**src/include/ctl_pkg.sv**
```systemverilog
// Shared constants and types for the core control pin logic.
// Assumes a single 40 MHz clock domain and 16-bit instruction addresses.
package ctl_pkg;

  // ----------------------------------------------------------------
  // Widths and reset values
  // ----------------------------------------------------------------
  localparam int unsigned ADDR_W      = 16;
  localparam int unsigned SYNC_STAGES = 2;
  localparam logic [15:0] VEC_LOW     = 16'h0000;
  localparam logic [15:0] VEC_HIGH    = 16'hfc00;
  localparam logic [15:0] ADDR_RST    = 16'h0000;

  // ----------------------------------------------------------------
  // State encodings
  // ----------------------------------------------------------------
  typedef enum logic [2:0] {
    H_IDLE  = 3'b001,
    H_DRAIN = 3'b010,
    H_GRANT = 3'b100
  } hold_state_t;

  typedef enum logic [2:0] {
    E_RUN  = 3'b001,
    E_HALT = 3'b010,
    E_STEP = 3'b100
  } emu_state_t;

endpackage

```
**src/include/emu_if.sv**
```systemverilog
// Carrier between the control pin logic and its emulation status unit.
// Assumes both ends share one clock.
`timescale 1ns/1ps
`default_nettype none

interface emu_if;
  logic halt_req;
  logic bp_hit;
  logic step;
  logic resume;
  logic instr_cycle;
  logic snapshot_out_mode;
  logic halt;
  logic idle;
  logic halt_ack;
  logic snapshot_out;

  modport ctl (
    output halt_req, bp_hit, step, resume, instr_cycle, snapshot_out_mode,
    input  halt, idle, halt_ack, snapshot_out
  );
  modport emu (
    input  halt_req, bp_hit, step, resume, instr_cycle, snapshot_out_mode,
    output halt, idle, halt_ack, snapshot_out
  );
endinterface

`default_nettype wire

```
**src/design/dsp_core_control_pins.sv**
```systemverilog
// Chip level control pin logic around the fixed point core.
// Assumes core side strobes are synchronous to clk_i; pins are pre-sampled.
`timescale 1ns/1ps
`default_nettype none

module dsp_core_control_pins
  import ctl_pkg::*;
#(
  parameter int unsigned AW = ctl_pkg::ADDR_W
)
(
  input  wire logic          clk_i,                // Core clock, 40 MHz.
  input  wire logic          reset_n_i,            // Chip reset, low.
  input  wire logic          trst_n_i,             // Test logic reset, low.
  input  wire logic          xfer_ack_n_i,         // External acknowledge, low.
  input  wire logic          bus_switch_ack_n_i,   // Bus switch acknowledge, low.
  input  wire logic          ext_access_i,         // Core external access active.
  output logic               core_xfer_ack_n_o,    // Acknowledge to core, low.
  output logic               core_wait_o,          // Wait state to core.
  input  wire logic          bus_hold_req_n_i,     // Bus hold request, low.
  output logic               bus_hold_ack_n_o,     // Hold acknowledge, low.
  output logic               core_hold_o,          // Stalls new core accesses.
  input  wire logic [AW-1:0] core_iaddr_i,         // Core instruction address.
  input  wire logic          core_istrobe_i,       // Core instruction access.
  input  wire logic          core_iwrite_i,        // Core instruction write.
  output logic [AW-1:0]      instr_ext_addr_o,     // Extension address.
  output logic               instr_ext_strobe_n_o, // Extension strobe, low.
  output logic               instr_ext_oe_o,       // Drives address and strobe.
  output logic               prog_rw_ind_o,        // High on write access.
  output logic               core_reset_n_o,       // Core reset, low.
  output logic               sys_reset_out_n_o,    // System reset out, low.
  input  wire logic          reset_mode_i,         // Reset vector select.
  output logic [15:0]        reset_vector_o,       // Start address.
  input  wire logic          low_power_req_n_i,    // Low power request, low.
  input  wire logic          core_lp_idle_i,       // Core ready to sleep.
  output logic               core_low_power_o,     // Low power to core.
  output logic               low_power_ack_n_o,    // Low power ack, low.
  input  wire logic          instr_cycle_i,        // Instruction cycle start.
  input  wire logic          copro_next_i,         // Next is coprocessor op.
  input  wire logic          xstack_op_i,          // Current is X stack op.
  input  wire logic          ystack_op_i,          // Current is Y stack op.
  output logic               copro_valid_n_o,      // Coprocessor valid, low.
  output logic               xstack_flag_o,        // X stack flag.
  output logic               ystack_flag_o,        // Y stack flag.
  input  wire logic          ibus_direct_en_n_i,   // Direct transfer enable pin.
  output logic               bus_switch_direct_en_n_o, // Same, to bus switch.
  output logic               ibus_direct_o,        // Route directly when high.
  input  wire logic          emu_halt_req_n_i,     // Emulator halt, low.
  input  wire logic          xaddr_bp_en_i,        // X breakpoint enable.
  input  wire logic          yaddr_bp_en_i,        // Y breakpoint enable.
  input  wire logic          iaddr_bp_en_i,        // I breakpoint enable.
  input  wire logic          x_bp_match_i,         // X address match.
  input  wire logic          y_bp_match_i,         // Y address match.
  input  wire logic          i_bp_match_i,         // I address match.
  input  wire logic          emu_step_i,           // Single step pulse.
  input  wire logic          emu_resume_i,         // Resume pulse.
  input  wire logic          snapshot_out_mode_i,          // Snapshot mode enable.
  output logic               core_halt_o,          // Halt to core.
  output logic               idle_flag_o,          // Idle flag.
  output logic               halt_ack_a_o,         // Halt acknowledge, high.
  output logic               snapshot_out_o        // Snapshot, high.
);

  // ----------------------------------------------------------------
  // Reset synchronisers
  // ----------------------------------------------------------------
  logic [SYNC_STAGES-1:0] rst_sync_q;
  logic [SYNC_STAGES-1:0] emu_sync_q;
  logic                   rst_n;
  logic                   emu_rst_n;
  logic                   emu_rst_async_n;

  always_ff @(posedge clk_i or negedge reset_n_i)
  begin
    if (!reset_n_i)
      rst_sync_q <= '0;
    else
      rst_sync_q <= {rst_sync_q[SYNC_STAGES-2:0], 1'b1};
  end

  // Either reset clears the emulation unit; release is synchronous.
  assign emu_rst_async_n = reset_n_i & trst_n_i;

  always_ff @(posedge clk_i or negedge emu_rst_async_n)
  begin
    if (!emu_rst_async_n)
      emu_sync_q <= '0;
    else
      emu_sync_q <= {emu_sync_q[SYNC_STAGES-2:0], 1'b1};
  end

  assign rst_n     = rst_sync_q[SYNC_STAGES-1];
  assign emu_rst_n = emu_sync_q[SYNC_STAGES-1];

  // ----------------------------------------------------------------
  // Reset outputs and reset vector
  // ----------------------------------------------------------------
  logic        core_rst_q;
  logic        sys_rst_q;
  logic        boot_pending_q;
  logic        mode_q;
  logic [15:0] vec_q;

  always_ff @(posedge clk_i or negedge rst_n)
  begin
    if (!rst_n)
    begin
      core_rst_q     <= 1'b0;
      sys_rst_q      <= 1'b0;
      boot_pending_q <= 1'b1;
      mode_q         <= 1'b0;
      vec_q          <= VEC_LOW;
    end
    else
    begin
      core_rst_q     <= 1'b1;
      sys_rst_q      <= 1'b1;
      boot_pending_q <= 1'b0;
      if (boot_pending_q)
      begin
        mode_q <= reset_mode_i;
        vec_q  <= reset_mode_i ? VEC_HIGH : VEC_LOW;
      end
    end
  end

  assign core_reset_n_o    = core_rst_q;
  assign sys_reset_out_n_o = sys_rst_q;
  assign reset_vector_o    = vec_q;

  // ----------------------------------------------------------------
  // Transfer acknowledge and wait states
  // ----------------------------------------------------------------
  logic ack_n;

  assign ack_n             = xfer_ack_n_i | bus_switch_ack_n_i;
  assign core_xfer_ack_n_o = ack_n;
  assign core_wait_o       = ext_access_i & ack_n;

  // ----------------------------------------------------------------
  // Bus hold handshake
  // ----------------------------------------------------------------
  hold_state_t hold_q;
  hold_state_t hold_d;
  logic        hold_req;

  assign hold_req = !bus_hold_req_n_i;

  always_comb
  begin
    hold_d = hold_q;
    unique case (hold_q)
      H_IDLE:
        if (hold_req)
          hold_d = H_DRAIN;
      H_DRAIN:
        if (!hold_req)
          hold_d = H_IDLE;
        else if (!ext_access_i)
          hold_d = H_GRANT;
      H_GRANT:
        if (!hold_req)
          hold_d = H_IDLE;
      default:
        hold_d = H_IDLE;
    endcase
  end

  always_ff @(posedge clk_i or negedge rst_n)
  begin
    if (!rst_n)
      hold_q <= H_IDLE;
    else
      hold_q <= hold_d;
  end

  assign bus_hold_ack_n_o = (hold_q != H_GRANT);
  assign core_hold_o      = (hold_q != H_IDLE);
  assign instr_ext_oe_o   = (hold_q != H_GRANT);

  // ----------------------------------------------------------------
  // Instruction extension bus
  // ----------------------------------------------------------------
  logic [AW-1:0] iaddr_q;
  logic          istb_n_q;
  logic          rw_q;

  always_ff @(posedge clk_i or negedge rst_n)
  begin
    if (!rst_n)
    begin
      iaddr_q  <= ADDR_RST[AW-1:0];
      istb_n_q <= 1'b1;
      rw_q     <= 1'b0;
    end
    else
    begin
      iaddr_q  <= core_iaddr_i;
      istb_n_q <= !(core_istrobe_i && hold_q == H_IDLE);
      if (core_istrobe_i)
        rw_q <= core_iwrite_i;
    end
  end

  assign instr_ext_addr_o     = iaddr_q;
  assign instr_ext_strobe_n_o = istb_n_q;
  assign prog_rw_ind_o        = rw_q;

  // ----------------------------------------------------------------
  // Instruction bus routing
  // ----------------------------------------------------------------
  assign bus_switch_direct_en_n_o = ibus_direct_en_n_i;
  assign ibus_direct_o            = mode_q & ibus_direct_en_n_i;

  // ----------------------------------------------------------------
  // Low power handshake
  // ----------------------------------------------------------------
  logic lp_req_q;
  logic lp_ack_q;

  always_ff @(posedge clk_i or negedge rst_n)
  begin
    if (!rst_n)
    begin
      lp_req_q <= 1'b0;
      lp_ack_q <= 1'b0;
    end
    else
    begin
      lp_req_q <= !low_power_req_n_i;
      lp_ack_q <= !low_power_req_n_i && (lp_ack_q || core_lp_idle_i);
    end
  end

  assign core_low_power_o  = lp_req_q;
  assign low_power_ack_n_o = !lp_ack_q;

  // ----------------------------------------------------------------
  // Coprocessor and stack flags, held for one instruction cycle
  // ----------------------------------------------------------------
  logic copro_q;
  logic xstk_q;
  logic ystk_q;

  always_ff @(posedge clk_i or negedge rst_n)
  begin
    if (!rst_n)
    begin
      copro_q <= 1'b0;
      xstk_q  <= 1'b0;
      ystk_q  <= 1'b0;
    end
    else if (instr_cycle_i)
    begin
      copro_q <= copro_next_i;
      xstk_q  <= xstack_op_i;
      ystk_q  <= ystack_op_i;
    end
  end

  assign copro_valid_n_o = !copro_q;
  assign xstack_flag_o   = xstk_q;
  assign ystack_flag_o   = ystk_q;

  // ----------------------------------------------------------------
  // Emulation unit
  // ----------------------------------------------------------------
  emu_if eb ();
  logic  bp_hit;

  assign bp_hit = (xaddr_bp_en_i & x_bp_match_i)
                | (yaddr_bp_en_i & y_bp_match_i)
                | (iaddr_bp_en_i & i_bp_match_i);

  assign eb.halt_req    = !emu_halt_req_n_i;
  assign eb.bp_hit      = bp_hit;
  assign eb.step        = emu_step_i;
  assign eb.resume      = emu_resume_i;
  assign eb.instr_cycle = instr_cycle_i;
  assign eb.snapshot_out_mode   = snapshot_out_mode_i;

  emu_status u_emu (
    .clk_i   (clk_i),
    .rst_n_i (emu_rst_n),
    .eu      (eb.emu)
  );

  assign core_halt_o    = eb.halt;
  assign idle_flag_o    = eb.idle;
  assign halt_ack_a_o   = eb.halt_ack;
  assign snapshot_out_o = eb.snapshot_out;
endmodule

`default_nettype wire

```
**src/design/emu_status.sv**
```systemverilog
// Emulation halt, single step, idle and snapshot status.
// Assumes a reset that already combines system and test logic reset.
`timescale 1ns/1ps
`default_nettype none

module emu_status
  import ctl_pkg::*;
(
  input  wire logic clk_i,   // Core clock.
  input  wire logic rst_n_i, // Synchronised emulation reset.
  emu_if.emu        eu       // Requests in, status out.
);

  emu_state_t state_q;
  emu_state_t state_d;
  logic       idle_q;
  logic       ack_q;
  logic       snapshot_out_q;

  // ----------------------------------------------------------------
  // Halt state machine
  // ----------------------------------------------------------------
  always_comb
  begin
    state_d = state_q;
    unique case (state_q)
      E_RUN:
        if (eu.halt_req || eu.bp_hit)
          state_d = E_HALT;
      E_HALT:
        if (eu.step)
          state_d = E_STEP;
        else if (eu.resume && !eu.halt_req)
          state_d = E_RUN;
      E_STEP:
        state_d = E_HALT;
      default:
        state_d = E_HALT;
    endcase
  end

  always_ff @(posedge clk_i or negedge rst_n_i)
  begin
    if (!rst_n_i)
    begin
      state_q <= E_RUN;
      idle_q  <= 1'b0;
      ack_q   <= 1'b0;
      snapshot_out_q  <= 1'b0;
    end
    else
    begin
      state_q <= state_d;
      idle_q  <= (state_d == E_HALT);
      ack_q   <= (state_d != E_RUN);
      snapshot_out_q  <= eu.snapshot_out_mode && eu.instr_cycle && (state_d != E_HALT);
    end
  end

  assign eu.halt     = (state_q == E_HALT);
  assign eu.idle     = idle_q;
  assign eu.halt_ack = ack_q;
  assign eu.snapshot_out     = snapshot_out_q;
endmodule

`default_nettype wire

```
**config.mk**
```make
export PLATFORM = sky130hd
export DESIGN_NAME = dsp_core_control_pins
export DESIGN_NICKNAME = d
export VERILOG_FILES = /design/src/include/ctl_pkg.sv /design/src/include/emu_if.sv /design/src/design/dsp_core_control_pins.sv /design/src/design/emu_status.sv
export SDC_FILE = /design/constraint.sdc
export NUM_CORES = 1
export LEC_CHECK = 0
export BUFFER_PORTS_ARGS = -buffer_cell sky130_fd_sc_hd__buf_2
export CORE_MARGIN = 3
export CORE_UTILIZATION = 35
export DETAILED_ROUTE_END_ITERATION = 8
export PLACE_DENSITY = 0.68
export SETUP_SLACK_MARGIN = 0.4
export SLEW_MARGIN = 20
export SYNTH_ARGS = -nofsm -noshare
export SYNTH_HDL_FRONTEND = slang
export SYNTH_SLANG_ARGS = --single-unit
```
**constraint.sdc**
```tcl
create_clock -name clk_i -period 3.1 [get_ports clk_i]
set_input_delay 0.31 -clock clk_i [delete_from_list [all_inputs] [get_ports clk_i]]
set_output_delay 0.31 -clock clk_i [all_outputs]
set_load 0.1 [all_outputs]
```
**Yosys cells after proc, flatten, opt, wreduce, memory -nomap -nowiden**

Index checks and enable logic that the tools add are counted.

- Reduce and logical (&&, ||, !) cells: 13
- Bitwise operators: 9
- Multiplexer cells: 10
- Eq/ne operators: 13

Operator list:

| kind | number |
|---|---|
| $mux 3 | 7 |
| $mux 16 | 1 |
| $eq 3x2->1 const B | 3 |
| $pmux 3 s3 | 1 |
| $and 1x1->1 | 6 |
| $eq 3x1->1 const B | 2 |
| $ne 3x1->1 const B | 2 |
| $ne 3x3->1 const B | 2 |
| $pmux 3 s2 | 1 |
| $logic_and 1x1->1 | 5 |
| $logic_not 1->1 | 5 |
| $ne 2x2->1 const B | 2 |
| $eq 3x3->1 const B | 1 |
| $ne 3x2->1 const B | 1 |
| $or 1x1->1 | 3 |
| $reduce_and 3->1 | 1 |
| $logic_or 1x1->1 | 2 |

- Word-level logic and storage cells: 64
- Input port bits: 43
- Bits in registers: 55
- Output and inout port bits: 52

**Longest topological paths before layout**

- Depth after elaboration: 8
- Mapped depth: 5
- Depth with buffers taken out: 5

**Cells and area by module**

A second synthesis with hierarchy kept.

- Cells, all modules: 105
- Area, all modules: 1436.4 sq um

Modules (own cells, without submodules):

| module | instances | cells each | area each (sq um) | seq. area each (sq um) |
|---|---|---|---|---|
| dsp_core_control_pins | 1 | 85 | 1192.4 | 829.5 |
| emu_status | 1 | 20 | 244.0 | 151.4 |

**Worst setup path after synthesis**

OpenSTA, ideal clock, no wires.

- Kind: in2out
- Start: in bus_switch_ack_n_i
- End: out core_wait_o
- Data required time: 2790 ps
- Stages on the path: 2
- Slack: 1215 ps
- Path buffers: 0
- Arrival: 1575 ps
- Path through: or2_2 -> and2_1

- Longest elaborated chain between the ends: 2

Ends and longest elaborated chain:

| item | line | source |
|---|---|---|
| from (decl) | dsp_core_control_pins.sv:16 | `input wire logic bus_switch_ack_n_i,` |
| $or 1x1->1 | dsp_core_control_pins.sv:136 | `assign ack_n = xfer_ack_n_i \| bus_switch_ack_n_i;` |
| $and 1x1->1 | dsp_core_control_pins.sv:138 | `assign core_wait_o = ext_access_i & ack_n;` |
| to (decl) | dsp_core_control_pins.sv:19 | `output logic core_wait_o,` |

Every way passes these cells.

**Final worst setup path**

- Start: reg hold_q[1]
- End: out instr_ext_oe_o

- Longest elaborated chain between the ends: 1

Ends and longest elaborated chain:

| item | line | source |
|---|---|---|
| from (decl) | dsp_core_control_pins.sv:143 | `hold_state_t hold_q;` |
| from (signal assigned) | dsp_core_control_pins.sv:174 | `hold_q <= hold_d;` |
| $ne 3x3->1 | dsp_core_control_pins.sv:179 | `assign instr_ext_oe_o = (hold_q != H_GRANT);` |
| to (decl) | dsp_core_control_pins.sv:28 | `output logic instr_ext_oe_o,` |

Every way passes these cells.

==> summary.md <==
Count of hold-fix buffers inserted at cts: 2. TritonCTS built the clock tree. The nature of the critical path startpoint was a flop. For this block, the initial DRC count from the detailed router was 52.

Ranked by total cell area, the synthesized netlist is headed by dfrtp_1 (62%), buf_4 (10%), dfstp_2 (7.4%). The synthesized netlist contains 26 unique library cells. Total global-route track usage: 11.77%.

Net switching is 43.82% of the power. The initial antenna violation count came out at 0. Sequential elements use 69.38% of the synthesized area.

The layout overhead on the synthesized area is 36.37%, and the worst-path maximum fanout is 6. 95 I/O pins were placed. The setup check on the worst reg-to-reg path leaves a slack of 1.87 ns.

In this run the static leakage power is 1.007 nW. The number of rows in the core area came out at 22. The path class of the tightest hold or removal check is reg -> async. The layout cell share with drive strength beyond 1 is 53.89%, and the remaining global-route overflow is 0. For the number of max-slew violations in the final report, the log shows 0. The number of iterations in the first detailed-routing pass was 4; the sum of buffers and inverters on the critical path was 1.

The run gives 0 as the number of antenna-violating nets in the routed design. The insertion delay of the later-clocked pin in the worst-skew pair was 0.28 ns. The cell at the slowest stage of the critical path was or3b_2. The repair_antennas step left the layout with diodes totalling 0. Setup violations remaining at the end of the flow were counted as 0. The flow ran to the end, and the final reports show no timing, DRC or antenna violations.

Yosys printed 0 warnings. Input and output buffers added on the ports amount to 84. The worst register-to-register path ends at u_emu.eu.halt_ack$_DFF_PN0_. For this run, the share of the core covered by cells in the final layout is 51.13%. The ratio of total power to cell area was 775.6 nW/µm²; the data required time of the critical path was 2.79 ns. Measured along the x axis, the die boundary spans 69.56 µm. In this run the standard cell core region covers 3771 µm². At the worst endpoint, the arrival time is 1.50 ns.

The number of buffers between clock root and the deepest sink came out at 2. In this run the post-CTS setup repair buffer count came out at 0. In this run, CTS created clock tree buffers numbering 5. The classification of the worst setup path is reg -> out.

The top-area cell type share of the netlist area was 61.95%. The worst register-to-register path begins at u_emu.state_q[0]$_DFF_PN1_. Setup repair after global routing left no endpoint under its margin. The run gives 105 as the gate count after technology mapping. The signal on the critical path passes through or3b_2 > buf_2. Count of final hold-check violations: 0. For the maximum number of pins on one net before global-route repair, the log shows 30.

Dividing the synthesized area by the synthesized cell count gives 13.47 µm². The worst IR drop on VDD is 0.4598 mV, and the number of vias in the routed layout is 1002. Summed over all nets, the switching power comes to 0.0006552 W. After detailed routing, the total wire length is 2722 µm. After detailed routing, the average wire length per cell comes to 11.29 µm. The vias per cell is 4.158. Worst stage delay on the critical path: 0.49 ns. The clock edge transition at the registers on the reported setup and hold paths is 0.07 ns.

Max-cap violations in this run came to 0. The floorplan step defined a die boundary enclosing 4838 µm². In this run the number of cells on the critical path is 2. STA classifies the critical path endpoint as an output pin. The tools report the highest attainable clock frequency as 0.5526 GHz. After synthesis the netlist holds a flip-flop and latch count of 39. The tools report the share of total power in sequential cells as 38.7%. The critical path starts at hold_q[1]$_DFFE_PN0P_. The most critical setup path has its endpoint at instr_ext_oe_o. The logs give 37.0% for the proportion of power drawn by combinational gates and 0.001495 W for the power consumption. The cell type with the largest total area after synthesis is dfrtp_1. Time the worst path needs with I/O delays and setup: 1.810 ns. The number of filler cells placed in the layout came out at 346. CTS saw 39 sinks. The first global-routing pass estimated 4457 µm of wire.

After clock tree synthesis, the repair step resized 0 gates. In the routed design, unresolved DRC markers number 0. Cell internal power was estimated by the tool at 0.0008402 W.

Once the floorplan was initialized, standard cells occupied 37.49% of the core. The tree is rooted in a clkbuf_8. The tools report the detailed placer's ending HPWL as 2250 µm. The die outline height came out at 69.56 µm. The run gives 24.3% as the relative contribution of the clock network to total power. Top cell family by delay on the critical path: simple AND/OR/NAND/NOR gates. The logs give 235 for the final layout net count and 2 for the H-tree depth. Of the available clock period, the critical path in the final layout requires 58.38%. The congestion estimate from routability-driven global placement came to 0.7047. The total negative slack is 0 ns.

The worst clock skew on the final layout was 0.006532 ns; the via count of the first global-routing pass was 1005. Measured in cells, the most critical reg-to-reg path has a length of 3. Area of the mapped netlist: 1414 µm².
per-stage QoR:
| step | hold WS [ns] | cells | instance area, µm² | setup WS [ns] |
|---|---|---|---|---|
| 2_1_floorplan | 0.01441 | 117 | 1459 | 1.215 |
| 6_report | 0.09703 | 241 | 1928 | 1.290 |
| 3_3_place_gp | 0.1011 | 231 | 1804 | 1.599 |
| 4_1_cts | 0.1077 | 241 | 1928 | 1.279 |
| 5_1_grt | 0.1141 | 241 | 1928 | 1.227 |
| 3_5_place_dp | 0.1005 | 231 | 1804 | 1.590 |
worst min path at each step:
| stage | to | cells past startpoint | from | slack [ns] |
|---|---|---|---|---|
| 2_1_floorplan | rst_sync_q[0]$_DFF_PN0_ | 0 | reset_n_i | 0.01 |
| 3_3_place_gp | u_emu.eu.halt_ack$_DFF_PN0_ | 0 | emu_sync_q[1]$_DFF_PN0_ | 0.10 |
| 3_5_place_dp | u_emu.eu.halt_ack$_DFF_PN0_ | 0 | emu_sync_q[1]$_DFF_PN0_ | 0.10 |
| 4_1_cts | u_emu.eu.snapshot_out$_DFF_PN0_ | 0 | emu_sync_q[1]$_DFF_PN0_ | 0.11 |
| 5_1_grt | instr_ext_addr_o[15]$_DFF_PN0_ | 1 | core_iaddr_i[15] | 0.11 |
| 6_report | u_emu.eu.snapshot_out$_DFF_PN0_ | 0 | emu_sync_q[1]$_DFF_PN0_ | 0.1 |
cells in the final DEF, fill, tap and decap left out:
master,instances
inv_1,6
dfstp_2,4
xor2_1,1
mux2i_1,1
or2_2,1
nor2_1,5
nand2_1,5
clkinvlp_4,1
o21ai_0,2
or3b_2,1
conb_1,14
mux2_2,4
o31a_2,1
buf_2,84
a21boi_1,1
a222oi_1,1
nand3b_1,1
and2_1,4
o31ai_1,1
o21a_1,2
dfrtp_1,35
nand2b_1,1
o211ai_1,1
nor3_1,1
a21oi_1,3
dlygate4sd3_1,2
buf_4,1
nor4bb_1,1
a211oi_1,1
clkbuf_8,7
cells by family (layout without fill, tap and decap cells):
| kind of cell | count (synthesis) | in the layout | share of synthesized area, % |
|---|---|---|---|
| mux | 5 | 5 | 3.894 |
| xor+xnor | 1 | 1 | 0.6196 |
| compound gates | 13 | 13 | 6.372 |
| buf+inv | 25 | 101 | 11.68 |
| simple gates | 20 | 20 | 7.523 |
| other cells | 2 | 14 | 0.5312 |
| flops | 39 | 39 | 69.38 |
layer usage:
layer	vias up	GRT usage, %	routed length [µm]
met5	-	0	0
met4	0	3.905	14
met3	2	4.783	248
li1	481	-	-
met1	471	11.88	911
met2	48	21.72	1547
synthesized netlist by cell type:
cell	number
a211oi_1	1
a21boi_1	1
a21oi_1	3
a222oi_1	1
and2_1	4
buf_4	19
conb_1	2
dfrtp_1	35
dfstp_2	4
inv_1	6
mux2_2	4
mux2i_1	1
nand2_1	5
nand2b_1	1
nand3b_1	1
nor2_1	5
nor3_1	1
nor4bb_1	1
o211ai_1	1
o21a_1	2
o21ai_0	2
o31a_2	1
o31ai_1	1
or2_2	1
or3b_2	1
xor2_1	1
power by group through the flow:
| stage | sequential (W) | clock, W | combinational, W |
|---|---|---|---|
| 6_report | 0.000579 | 0.000364 | 0.000553 |
| 5_1_grt | 0.000586 | 0.000406 | 0.000573 |
| 4_1_cts | 0.000579 | 0.000378 | 0.000557 |
| 3_5_place_dp | 0.000589 | 0 | 0.000554 |
| 3_3_place_gp | 0.000587 | 0 | 0.000552 |
| 2_1_floorplan | 0.000774 | 0 | 0.000299 |
flip-flops by register name (all words and copies together), names as in the netlist, 2 cells and up:
| name | cells |
|---|---|
| instr_ext_addr_o | 16 |
| hold_q | 3 |
| u_emu.state_q | 3 |
| emu_sync_q | 2 |
| rst_sync_q | 2 |
final cells by class:
type                    count  area [µm²]  share of cell area (%)
well taps                  48       60.06                   3.115
clock inverters             1       7.507                  0.3894
clock buffers               7       96.34                   4.997
repair buffers             87       447.9                   23.23
inverters                   6       22.52                   1.168
multi-input cells          53       312.8                   16.22
flip-flops and latches     39       980.9                   50.88
No activity file was read; power rests on OpenSTA's default activity.
